File: src/rtl/cei_params.svh
// Constants for the custom and external interrupt configuration block
// Functional notes
// - Trigger register ignores host port writes
// - Sequencer write one raises custom interrupt
// - Trigger register resets to 0x00000010
// - Configuration registers reset to zero
// - Enable bit gates interrupt and wake
// - Mode codes select edge or level
// - Mode codes 5..7 alias codes 1..3
// - Config0 holds interrupts 3..0 in nibbles
// - Clear register resets 0xC000, host RW
// - Interrupt 0 in lowest nibble of config0
// - Config1 holds interrupts 7..4 same layout
// - Custom 0..2 report as flags 9..11
`ifndef CEI_PARAMS_SVH
`define CEI_PARAMS_SVH
`define CEI_OFS_CFG0 16'h0a20
`define CEI_OFS_CFG1 16'h0a24
`define CEI_OFS_CFG2 16'h0a28
`define CEI_OFS_CLR 16'h0a30
`define CEI_OFS_TRIG 16'h209c
`define CEI_RST_CFG 16'h0000
`define CEI_RST_CLR 16'hc000
`define CEI_RST_TRIG 32'h00000010
`define CEI_NUM_PINS 12
`define CEI_NUM_SOFT 4
`define CEI_FLAG_SOFT0 9
`endif

File: src/rtl/cei_pkg.sv
// Types for the custom and external interrupt configuration block
package cei_pkg;
    // Trigger mode codes of one pin nibble
    typedef enum logic [2:0] {
        CEI_RISE = 3'h0,
        CEI_FALL = 3'h1,
        CEI_BOTH = 3'h2,
        CEI_HIGH = 3'h3,
        CEI_LOW = 3'h4,
        CEI_FALL_A = 3'h5,
        CEI_BOTH_A = 3'h6,
        CEI_HIGH_A = 3'h7
    } cei_mode_t;
    // One register access request
    typedef struct packed {
        logic wr;
        logic rd;
        logic [15:0] addr;
        logic [31:0] wdata;
    } cei_req_t;
endpackage : cei_pkg

File: src/rtl/cei_top.sv
// Custom interrupt trigger register and external interrupt configuration bank
`timescale 1ns/1ps
`default_nettype none
`include "cei_params.svh"
module cei_top (
    input wire logic core_clk_i,
    input wire logic nrst_i,
    input wire cei_pkg::cei_req_t host_req_i,
    input wire cei_pkg::cei_req_t seq_req_i,
    input wire logic [11:0] gpio_i,
    output logic [31:0] host_rdata_o,
    output logic [31:0] seq_rdata_o,
    output logic [11:0] ext_irq_o,
    output logic wake_o,
    output logic [3:0] soft_irq_o,
    output logic [2:0] flag_custom_o
);
    import cei_pkg::*;

    // Reset release synchroniser
    logic rst_meta;
    logic rst_n;
    always_ff @(posedge core_clk_i or negedge nrst_i) begin
        if (!nrst_i) begin
            rst_meta <= 1'b0;
            rst_n <= 1'b0;
        end else begin
            rst_meta <= 1'b1;
            rst_n <= rst_meta;
        end
    end

    // Configuration and clear registers
    logic [15:0] ext_irq_cfg0;
    logic [15:0] ext_irq_cfg1;
    logic [15:0] ext_irq_cfg2;
    logic [15:0] ext_irq_clear;
    // Custom bits; upper field is a constant
    logic [3:0] custom_irq_trigger;

    // Address decode, host port
    wire h_cfg0 = host_req_i.addr == `CEI_OFS_CFG0;
    wire h_cfg1 = host_req_i.addr == `CEI_OFS_CFG1;
    wire h_cfg2 = host_req_i.addr == `CEI_OFS_CFG2;
    wire h_clr = host_req_i.addr == `CEI_OFS_CLR;
    // Sequencer port sees the same map plus the trigger register
    wire s_cfg0 = seq_req_i.addr == `CEI_OFS_CFG0;
    wire s_cfg1 = seq_req_i.addr == `CEI_OFS_CFG1;
    wire s_cfg2 = seq_req_i.addr == `CEI_OFS_CFG2;
    wire s_clr = seq_req_i.addr == `CEI_OFS_CLR;
    wire s_trig = seq_req_i.addr == `CEI_OFS_TRIG;
    // Only the sequencer can hit the trigger register
    wire trig_wr = seq_req_i.wr && s_trig;
    wire [3:0] trig_set = trig_wr ? seq_req_i.wdata[3:0] : 4'h0;
    wire [31:0] trig_word = {28'h0000001, custom_irq_trigger};

    // Host wins when both ports write one register in a cycle
    wire wr0 = (host_req_i.wr && h_cfg0) || (seq_req_i.wr && s_cfg0);
    wire wr1 = (host_req_i.wr && h_cfg1) || (seq_req_i.wr && s_cfg1);
    wire wr2 = (host_req_i.wr && h_cfg2) || (seq_req_i.wr && s_cfg2);
    wire wrc = (host_req_i.wr && h_clr) || (seq_req_i.wr && s_clr);
    wire [15:0] wdat0 = (host_req_i.wr && h_cfg0) ? host_req_i.wdata[15:0]
                                                  : seq_req_i.wdata[15:0];
    wire [15:0] wdat1 = (host_req_i.wr && h_cfg1) ? host_req_i.wdata[15:0]
                                                  : seq_req_i.wdata[15:0];
    wire [15:0] wdat2 = (host_req_i.wr && h_cfg2) ? host_req_i.wdata[15:0]
                                                  : seq_req_i.wdata[15:0];
    wire [15:0] wdatc = (host_req_i.wr && h_clr) ? host_req_i.wdata[15:0]
                                                 : seq_req_i.wdata[15:0];

    // Register writes
    always_ff @(posedge core_clk_i or negedge rst_n) begin
        if (!rst_n) begin
            ext_irq_cfg0 <= `CEI_RST_CFG;
            ext_irq_cfg1 <= `CEI_RST_CFG;
            ext_irq_cfg2 <= `CEI_RST_CFG;
            ext_irq_clear <= `CEI_RST_CLR;
        end else begin
            if (wr0) begin
                ext_irq_cfg0 <= wdat0;
            end
            if (wr1) begin
                ext_irq_cfg1 <= wdat1;
            end
            if (wr2) begin
                ext_irq_cfg2 <= wdat2;
            end
            if (wrc) begin
                ext_irq_clear <= wdatc;
            end
        end
    end

    // Custom bits: sequencer write of one sets; host write does nothing.
    // Bits stay set until reset since the clear path lies elsewhere.
    always_ff @(posedge core_clk_i or negedge rst_n) begin
        if (!rst_n) begin
            custom_irq_trigger <= 4'h0;
        end else begin
            custom_irq_trigger <= custom_irq_trigger | trig_set;
        end
    end

    // Read mux, host port; trigger read returns zero, which has no meaning
    wire [31:0] h_rd = h_cfg0 ? {16'h0000, ext_irq_cfg0} :
                       h_cfg1 ? {16'h0000, ext_irq_cfg1} :
                       h_cfg2 ? {16'h0000, ext_irq_cfg2} :
                       h_clr ? {16'h0000, ext_irq_clear} : 32'h00000000;
    wire [31:0] s_rd = s_cfg0 ? {16'h0000, ext_irq_cfg0} :
                       s_cfg1 ? {16'h0000, ext_irq_cfg1} :
                       s_cfg2 ? {16'h0000, ext_irq_cfg2} :
                       s_clr ? {16'h0000, ext_irq_clear} :
                       s_trig ? trig_word : 32'h00000000;

    // Read data registered one cycle after the read strobe
    always_ff @(posedge core_clk_i or negedge rst_n) begin
        if (!rst_n) begin
            host_rdata_o <= 32'h00000000;
            seq_rdata_o <= 32'h00000000;
        end else begin
            if (host_req_i.rd) begin
                host_rdata_o <= h_rd;
            end
            if (seq_req_i.rd) begin
                seq_rdata_o <= s_rd;
            end
        end
    end

    // Flattened config: pin n sits in nibble n of the 48-bit bank
    wire [47:0] cfg_bank = {ext_irq_cfg2, ext_irq_cfg1, ext_irq_cfg0};

    // Per-pin synchroniser, edge and level detect
    logic [11:0] sync1;
    logic [11:0] sync2;
    logic [11:0] prev;
    logic [11:0] next_irq;
    genvar gi;
    generate
        for (gi = 0; gi < `CEI_NUM_PINS; gi++) begin : g_pin
            wire en = cfg_bank[4 * gi + 3];
            wire [2:0] md = cfg_bank[4 * gi +: 3];
            wire rise = sync2[gi] && !prev[gi];
            wire fall = !sync2[gi] && prev[gi];
            logic hit;
            // Trigger select with aliased upper codes
            always_comb begin
                case (cei_mode_t'(md))
                    CEI_RISE: hit = rise;
                    CEI_FALL, CEI_FALL_A: hit = fall;
                    CEI_BOTH, CEI_BOTH_A: hit = rise || fall;
                    CEI_HIGH, CEI_HIGH_A: hit = sync2[gi];
                    CEI_LOW: hit = !sync2[gi];
                    default: hit = 1'b0;
                endcase
            end
            assign next_irq[gi] = en && hit;
        end
    endgenerate

    // Two-stage synchroniser then one history stage
    always_ff @(posedge core_clk_i or negedge rst_n) begin
        if (!rst_n) begin
            sync1 <= 12'h000;
            sync2 <= 12'h000;
            prev <= 12'h000;
            ext_irq_o <= 12'h000;
        end else begin
            sync1 <= gpio_i;
            sync2 <= sync1;
            prev <= sync2;
            ext_irq_o <= next_irq;
        end
    end

    // Any enabled pin event may wake the device
    assign wake_o = |ext_irq_o;
    assign soft_irq_o = custom_irq_trigger;
    assign flag_custom_o = custom_irq_trigger[2:0];

    // Assertions
    host_no_trig_a: assert property (@(posedge core_clk_i) disable iff (!rst_n)
        (host_req_i.wr && !trig_wr) |=> custom_irq_trigger == $past(custom_irq_trigger))
        else $error("host write altered custom bits");
    seq_set_a: assert property (@(posedge core_clk_i) disable iff (!rst_n)
        (trig_wr && seq_req_i.wdata[0]) |=> ##[0:3] soft_irq_o[0])
        else $error("custom bit not raised");
    trig_word_a: assert property (@(posedge core_clk_i) disable iff (!rst_n)
        (seq_req_i.rd && s_trig) |=> seq_rdata_o[31:4] == 28'h0000001)
        else $error("reserved field wrong");
    clr_rst_a: assert property (@(posedge core_clk_i)
        $rose(rst_n) |-> ext_irq_clear == 16'hc000)
        else $error("clear register reset wrong");
    cfg_rst_a: assert property (@(posedge core_clk_i)
        $rose(rst_n) |-> cfg_bank == 48'h0)
        else $error("config reset wrong");
    dis_quiet_a: assert property (@(posedge core_clk_i) disable iff (!rst_n)
        !$past(cfg_bank[3]) |-> !ext_irq_o[0])
        else $error("disabled pin fired");
    rise_det_a: assert property (@(posedge core_clk_i) disable iff (!rst_n)
        (cfg_bank[3:0] == 4'h8 && sync2[0] && !prev[0]) |=> ext_irq_o[0])
        else $error("rising edge missed");
    high_alias_a: assert property (@(posedge core_clk_i) disable iff (!rst_n)
        (cfg_bank[3:0] == 4'hf && sync2[0]) |=> ext_irq_o[0])
        else $error("high alias missed");
    flag_map_a: assert property (@(posedge core_clk_i) disable iff (!rst_n)
        (trig_wr && seq_req_i.wdata[0]) |=> flag_custom_o[0])
        else $error("flag mapping wrong");
    sync_path_a: assert property (@(posedge core_clk_i) disable iff (!rst_n)
        (cfg_bank[3:0] == 4'hb && $rose(gpio_i[0])) |-> ##3 ext_irq_o[0])
        else $error("sync latency wrong");

    // Read side: the host gets zero where the trigger register sits,
    // so host software cannot learn the custom bits from that read
    host_trig_rd_a: assert property (@(posedge core_clk_i) disable iff (!rst_n)
        (host_req_i.rd && host_req_i.addr == `CEI_OFS_TRIG) |=> host_rdata_o == 32'h0)
        else $error("host trigger read not zero");
    // Unmapped host reads give zero too
    host_unmap_rd_a: assert property (@(posedge core_clk_i) disable iff (!rst_n)
        (host_req_i.rd && host_req_i.addr == 16'h0000) |=> host_rdata_o == 32'h0)
        else $error("unmapped read not zero");

    // Write side: every host write to a config or clear register lands one cycle later
    cfg0_write_a: assert property (@(posedge core_clk_i) disable iff (!rst_n)
        (host_req_i.wr && h_cfg0) |=> ext_irq_cfg0 == $past(host_req_i.wdata[15:0]))
        else $error("config0 write lost");
    cfg1_write_a: assert property (@(posedge core_clk_i) disable iff (!rst_n)
        (host_req_i.wr && h_cfg1) |=> ext_irq_cfg1 == $past(host_req_i.wdata[15:0]))
        else $error("config1 write lost");
    cfg2_write_a: assert property (@(posedge core_clk_i) disable iff (!rst_n)
        (host_req_i.wr && h_cfg2) |=> ext_irq_cfg2 == $past(host_req_i.wdata[15:0]))
        else $error("config2 write lost");
    clr_write_a: assert property (@(posedge core_clk_i) disable iff (!rst_n)
        (host_req_i.wr && h_clr) |=> ext_irq_clear == $past(host_req_i.wdata[15:0]))
        else $error("clear write lost");
    // Sequencer writes land when the host is not writing the same register
    seq_cfg_write_a: assert property (@(posedge core_clk_i) disable iff (!rst_n)
        (seq_req_i.wr && s_cfg0 && !(host_req_i.wr && h_cfg0))
        |=> ext_irq_cfg0 == $past(seq_req_i.wdata[15:0]))
        else $error("sequencer config write lost");
    // A collision keeps the host value, so host setup is never silently lost
    host_wins_a: assert property (@(posedge core_clk_i) disable iff (!rst_n)
        (host_req_i.wr && h_cfg0 && seq_req_i.wr && s_cfg0)
        |=> ext_irq_cfg0 == $past(host_req_i.wdata[15:0]))
        else $error("host did not win collision");

    // Custom bits are sticky: no cycle may drop a set bit
    soft_sticky_a: assert property (@(posedge core_clk_i) disable iff (!rst_n)
        (custom_irq_trigger & $past(custom_irq_trigger)) == $past(custom_irq_trigger))
        else $error("custom bit dropped");
    // Every bit written as one is set on the next cycle
    soft_set_all_a: assert property (@(posedge core_clk_i) disable iff (!rst_n)
        trig_wr |=> (custom_irq_trigger & $past(seq_req_i.wdata[3:0]))
        == $past(seq_req_i.wdata[3:0]))
        else $error("custom bit not set");

    // Trigger decode on pin 0 for the fall, low, rise and either-edge mode families
    fall_det_a: assert property (@(posedge core_clk_i) disable iff (!rst_n)
        (cfg_bank[3:0] == 4'h9 && !sync2[0] && prev[0]) |=> ext_irq_o[0])
        else $error("falling edge missed");
    low_det_a: assert property (@(posedge core_clk_i) disable iff (!rst_n)
        (cfg_bank[3:0] == 4'hc && !sync2[0]) |=> ext_irq_o[0])
        else $error("low level missed");
    rise_only_a: assert property (@(posedge core_clk_i) disable iff (!rst_n)
        (cfg_bank[3:0] == 4'h8 && !(sync2[0] && !prev[0])) |=> !ext_irq_o[0])
        else $error("rising mode fired without edge");
    both_alias_a: assert property (@(posedge core_clk_i) disable iff (!rst_n)
        (cfg_bank[3:0] == 4'he && sync2[0] != prev[0]) |=> ext_irq_o[0])
        else $error("either edge alias missed");
    fall_alias_a: assert property (@(posedge core_clk_i) disable iff (!rst_n)
        (cfg_bank[3:0] == 4'hd && !sync2[0] && prev[0]) |=> ext_irq_o[0])
        else $error("falling alias missed");

    // Nibble layout at the corners of each register
    pin3_map_a: assert property (@(posedge core_clk_i) disable iff (!rst_n)
        (ext_irq_cfg0[15:12] == 4'hb && sync2[3]) |=> ext_irq_o[3])
        else $error("pin 3 layout wrong");
    pin4_map_a: assert property (@(posedge core_clk_i) disable iff (!rst_n)
        (ext_irq_cfg1[3:0] == 4'hb && sync2[4]) |=> ext_irq_o[4])
        else $error("pin 4 layout wrong");
    pin7_map_a: assert property (@(posedge core_clk_i) disable iff (!rst_n)
        (ext_irq_cfg1[15:12] == 4'hb && sync2[7]) |=> ext_irq_o[7])
        else $error("pin 7 layout wrong");
    pin8_map_a: assert property (@(posedge core_clk_i) disable iff (!rst_n)
        (ext_irq_cfg2[3:0] == 4'hb && sync2[8]) |=> ext_irq_o[8])
        else $error("pin 8 layout wrong");
    pin11_map_a: assert property (@(posedge core_clk_i) disable iff (!rst_n)
        (ext_irq_cfg2[15:12] == 4'hb && sync2[11]) |=> ext_irq_o[11])
        else $error("pin 11 layout wrong");
    // Disabled pin 0 stays quiet even at a level that would match
    dis_level_a: assert property (@(posedge core_clk_i) disable iff (!rst_n)
        (cfg_bank[3:0] == 4'h3 && sync2[0]) |=> !ext_irq_o[0])
        else $error("disabled level fired");

    // Main scenarios
    seq_write_c: cover property (@(posedge core_clk_i) disable iff (!rst_n) trig_wr);
    soft_all_c: cover property (@(posedge core_clk_i) disable iff (!rst_n) soft_irq_o == 4'hf);
    pin_fire_c: cover property (@(posedge core_clk_i) disable iff (!rst_n) ext_irq_o[7]);
    wake_c: cover property (@(posedge core_clk_i) disable iff (!rst_n) $rose(wake_o));
endmodule : cei_top
`default_nettype wire

File: config.mk
export PLATFORM = sky130hd
export DESIGN_NAME = cei_top
export DESIGN_NICKNAME = d
export VERILOG_FILES = /design/src/rtl/cei_pkg.sv /design/src/rtl/cei_top.sv
export VERILOG_INCLUDE_DIRS = /design/src /design/src/rtl
export SDC_FILE = /design/constraint.sdc
export NUM_CORES = 1
export LEC_CHECK = 0
export BUFFER_PORTS_ARGS = -buffer_cell sky130_fd_sc_hd__buf_4
export CAP_MARGIN = 20
export CORE_ASPECT_RATIO = 1.75
export CORE_MARGIN = 1.5
export CORE_UTILIZATION = 44
export CTS_CLUSTER_DIAMETER = 30
export DETAILED_ROUTE_END_ITERATION = 6
export PLACE_DENSITY_LB_ADDON = 0.2
export SKIP_CTS_REPAIR_TIMING = 1
export SYNTH_ARGS = -nofsm -noshare
export SYNTH_HDL_FRONTEND = slang
export SYNTH_SLANG_ARGS = --single-unit
File: constraint.sdc
create_clock -name core_clk_i -period 4.43 [get_ports core_clk_i]
set_clock_uncertainty 0.05 [all_clocks]
set_input_delay 1.329 -clock core_clk_i [delete_from_list [all_inputs] [get_ports core_clk_i]]
set_output_delay 1.329 -clock core_clk_i [all_outputs]
set_load 0.01 [all_outputs]
==> summary.txt <==
Logic synthesis
  • Synth Register Bits: 150
  • Post-synth EDFFs: 0
  • Gate Count Post-Synth: 910
  • Post-synth top area share: 44.3%
  • Leading cell types by total area after synthesis: dfrtp_1, nand2_1, a31oi_1
  • Ys async rst share: 100%
  • Most common cell in the netlist: dfrtp_1
  • Mapped cell area: 8360 um2
  • Synth cell count leaders: dfrtp_1, nand2_1, a31oi_1
  • Sequential fraction of the synthesis area: 44.9%
  • Mean Syn Cell Area: 9.19 um2
  • Primary FF master, synth: dfrtp_1
  • Count of different cell masters after synthesis: 60
  • Cell accounting for the most synthesized area: dfrtp_1
  • Synth warn: 0

Power and ir drop
  • Maximum VDD drop: 0.197 mV
  • Pleak: 4.72 nW
  • PD cells: 313 nW/um2

Routing
  • Antenna viol nets, final: 0
  • DR iter-0 viols: 832
  • Routed vias: 7,499
  • Routed vias/inst: 5.86
  • WL/cell: 21.7 um
  • Residual DRC: 0
  • Pre-Repair DR Iteration Count: 7
  • Drt total wl: 27,800 um

Worst hold path
  • HP Class: reg -> async

Global route
  • Antenna violations before repair: 1
  • Grt peak-use layer: met2
  • M3 GR Usage: 4.40%
  • Largest net degree at the start of global routing: 109
  • M1 GR Usage: 33.4%
  • First-pass GRT wire length: 42,400 um
  • Aggregate global-route resource usage: 28.9%
  • Grt ovf: 0
  • GR Util met2: 49.4%
  • Number of global-route vias before repair: 7,288

Critical path
  • Setup crit start kind: flip-flop
  • CP Capture Type: output pin
  • R2r endpoint: ext_irq_o[4]$_DFF_PN0_
  • Reg2reg setup slack: 2.43 ns
  • Crit-path cells: nor4_1, nand3_1, buf_4
  • Arrival @ worst endpoint: 1.96 ns
  • Worst R2R Start: ext_irq_cfg1[0]$_DFFE_PN0P_
  • Path depth of the worst reg2reg path: 5
  • Worst path slowest cell: nor4_1
  • Crit path required time: 3.05 ns
  • Delay-heaviest family, CP: simple AND/OR/NAND/NOR gates
  • Critical setup path kind: reg -> out
  • Worst-path fanout max: 2
  • Buf+Inv Stages, Crit Path: 1
  • Slowest stage delay, CP: 0.72 ns
  • Critical Path Start: ext_irq_o[6]$_DFF_PN0_

Clocking
  • CTS tree: done
  • H-tree levels: 4
  • CTS root buffer: clkbuf_16
  • CTS clock-pin slew for the worst setup and hold paths: 0.07 ns
  • Num CTS Buffers: 17
  • CTS Sinks: 150
  • CTS Buffer Depth: 2
  • Clock Latency Late Sink: 0.43 ns

STA
  • Fin crit period: 3.34 ns
  • Max transition margin: 44.9%
  • Fmax achieved: 0.299 GHz
  • Setup TNS: 0 ns
  • Final Hold Viols: 0
  • Fin. max-slew vios: 0
  • Final setup fails: 0
  • Final Cycle Share: 75.4%
  • RSZ-0062 raised after global routing: no
  • Worst slew pin tran: 0.826 ns

Run status
  • Run status: finished clean

Cells and area
  • Share of layout cells above drive strength 1: 22.3%
  • Area growth, synth to finish: 20.6%
  • Final nets: 1,182
  • Core Util, Final: 54.2%

Placed design
  • Number of buffers added on ports: 133
  • Placer Congestion: 0.936
  • Post-DP HPWL: 20,100 um

Floorplan
  • Die X: 107 um
  • Starting Density: 45.0%
  • Row cnt: 66
  • Core area: 18,600 um2
  • Die area: 19,900 um2
  • Die Y: 185 um
  • Ports: 198

Job
  • Max Cap Violations: 0
## worst max-delay path by stage
stage	to	slack, ns	depth (start not counted)
floorplan	ext_irq_cfg2[5]$_DFFE_PN0P_	1.02	8
global placement	seq_rdata_o[3]$_DFFE_PN0P_	0.77	6
detailed placement	seq_rdata_o[3]$_DFFE_PN0P_	0.81	6
CTS	wake_o	1.01	3
global route	wake_o	1.08	3
finish	wake_o	1.09	3
## layout make-up
class                   count  area [um2]
clock buffers              19         443
repair buffers            162        1230
diodes                      1        2.50
well taps                 238         298
multi-input cells         642        3990
flip-flops and latches    150        3760
fillers                  1759        8500
clock inverters            13         148
inverters                  55         206
## worst reg2reg max path, stage by stage, from the launching register on
cell      delay, ns
dfrtp_1        0.47
inv_1          0.13
ha_1           0.31
a211oi_1       0.29
a221oi_1       0.09
a221oi_1       0.50
## metrics by stage
stage               hold WS [ns]  setup WS, ns  total power [mW]  cells  cell area (um2)
finish                     0.279          1.09              3.16   1280            10100
global placement           0.282         0.772              1.71   1247             9490
detailed placement         0.285         0.808              1.72   1247             9490
global route               0.303          1.08              3.26   1280            10100
floorplan                  0.281          1.02              1.60    941             8480
CTS                        0.299          1.01              3.18   1279            10100
## where the power goes
part	internal (mW)	total (mW)	leakage [nW]	switching, mW
combinational	0.115	0.264	2.47	0.149
clock	0.850	1.46	0.277	0.614
sequential	1.40	1.43	1.97	0.0284
total	2.37	3.16	4.72	0.791
## cell usage in the layout (no fill, tap or decap), drive strengths merged, types with 8 or more instances in the layout
master	count
a31oi	83
nor3	8
buf	162
o221ai	16
nor2	80
o221a	16
conb	33
nand2	144
nor2b	28
ha	40
dfrtp	148
nand3	19
a21oi	9
o21ai	29
clkbuf	19
inv	57
a22oi	23
## logic make-up (layout without fill, tap and decap cells)
logic type               Yosys count  after routing  synth area share, %
AND/OR/NAND/NOR                  329            329                 18.5
AO/OA/AOI/OAI                    228            228                 19.4
flip-flops                       150            150                 44.9
buffers and inverters            149            249                 8.68
adder cells (fa/ha/maj)           40             40                 5.99
multiplexers                      12             12                 2.42
other                              2             34               0.0898
## registers in the layout, summed over array words and instances (netlist names)
signal,flops
ext_irq_o,12
host_rdata_o,16
rst_meta,1
ext_irq_cfg1,16
soft_irq_o,4
sync1,12
seq_rdata_o,16
ext_irq_clear,16
ext_irq_cfg0,16
sync2,12
prev,12
rst_n,1
ext_irq_cfg2,16
## routing by layer
layer	part of all wire [%]	wire length (um)
met4	6.8	1890
met3	6.2	1740
met2	50	14100
met5	0	0
met1	36	10200
(Power assumes the default switching activity.)
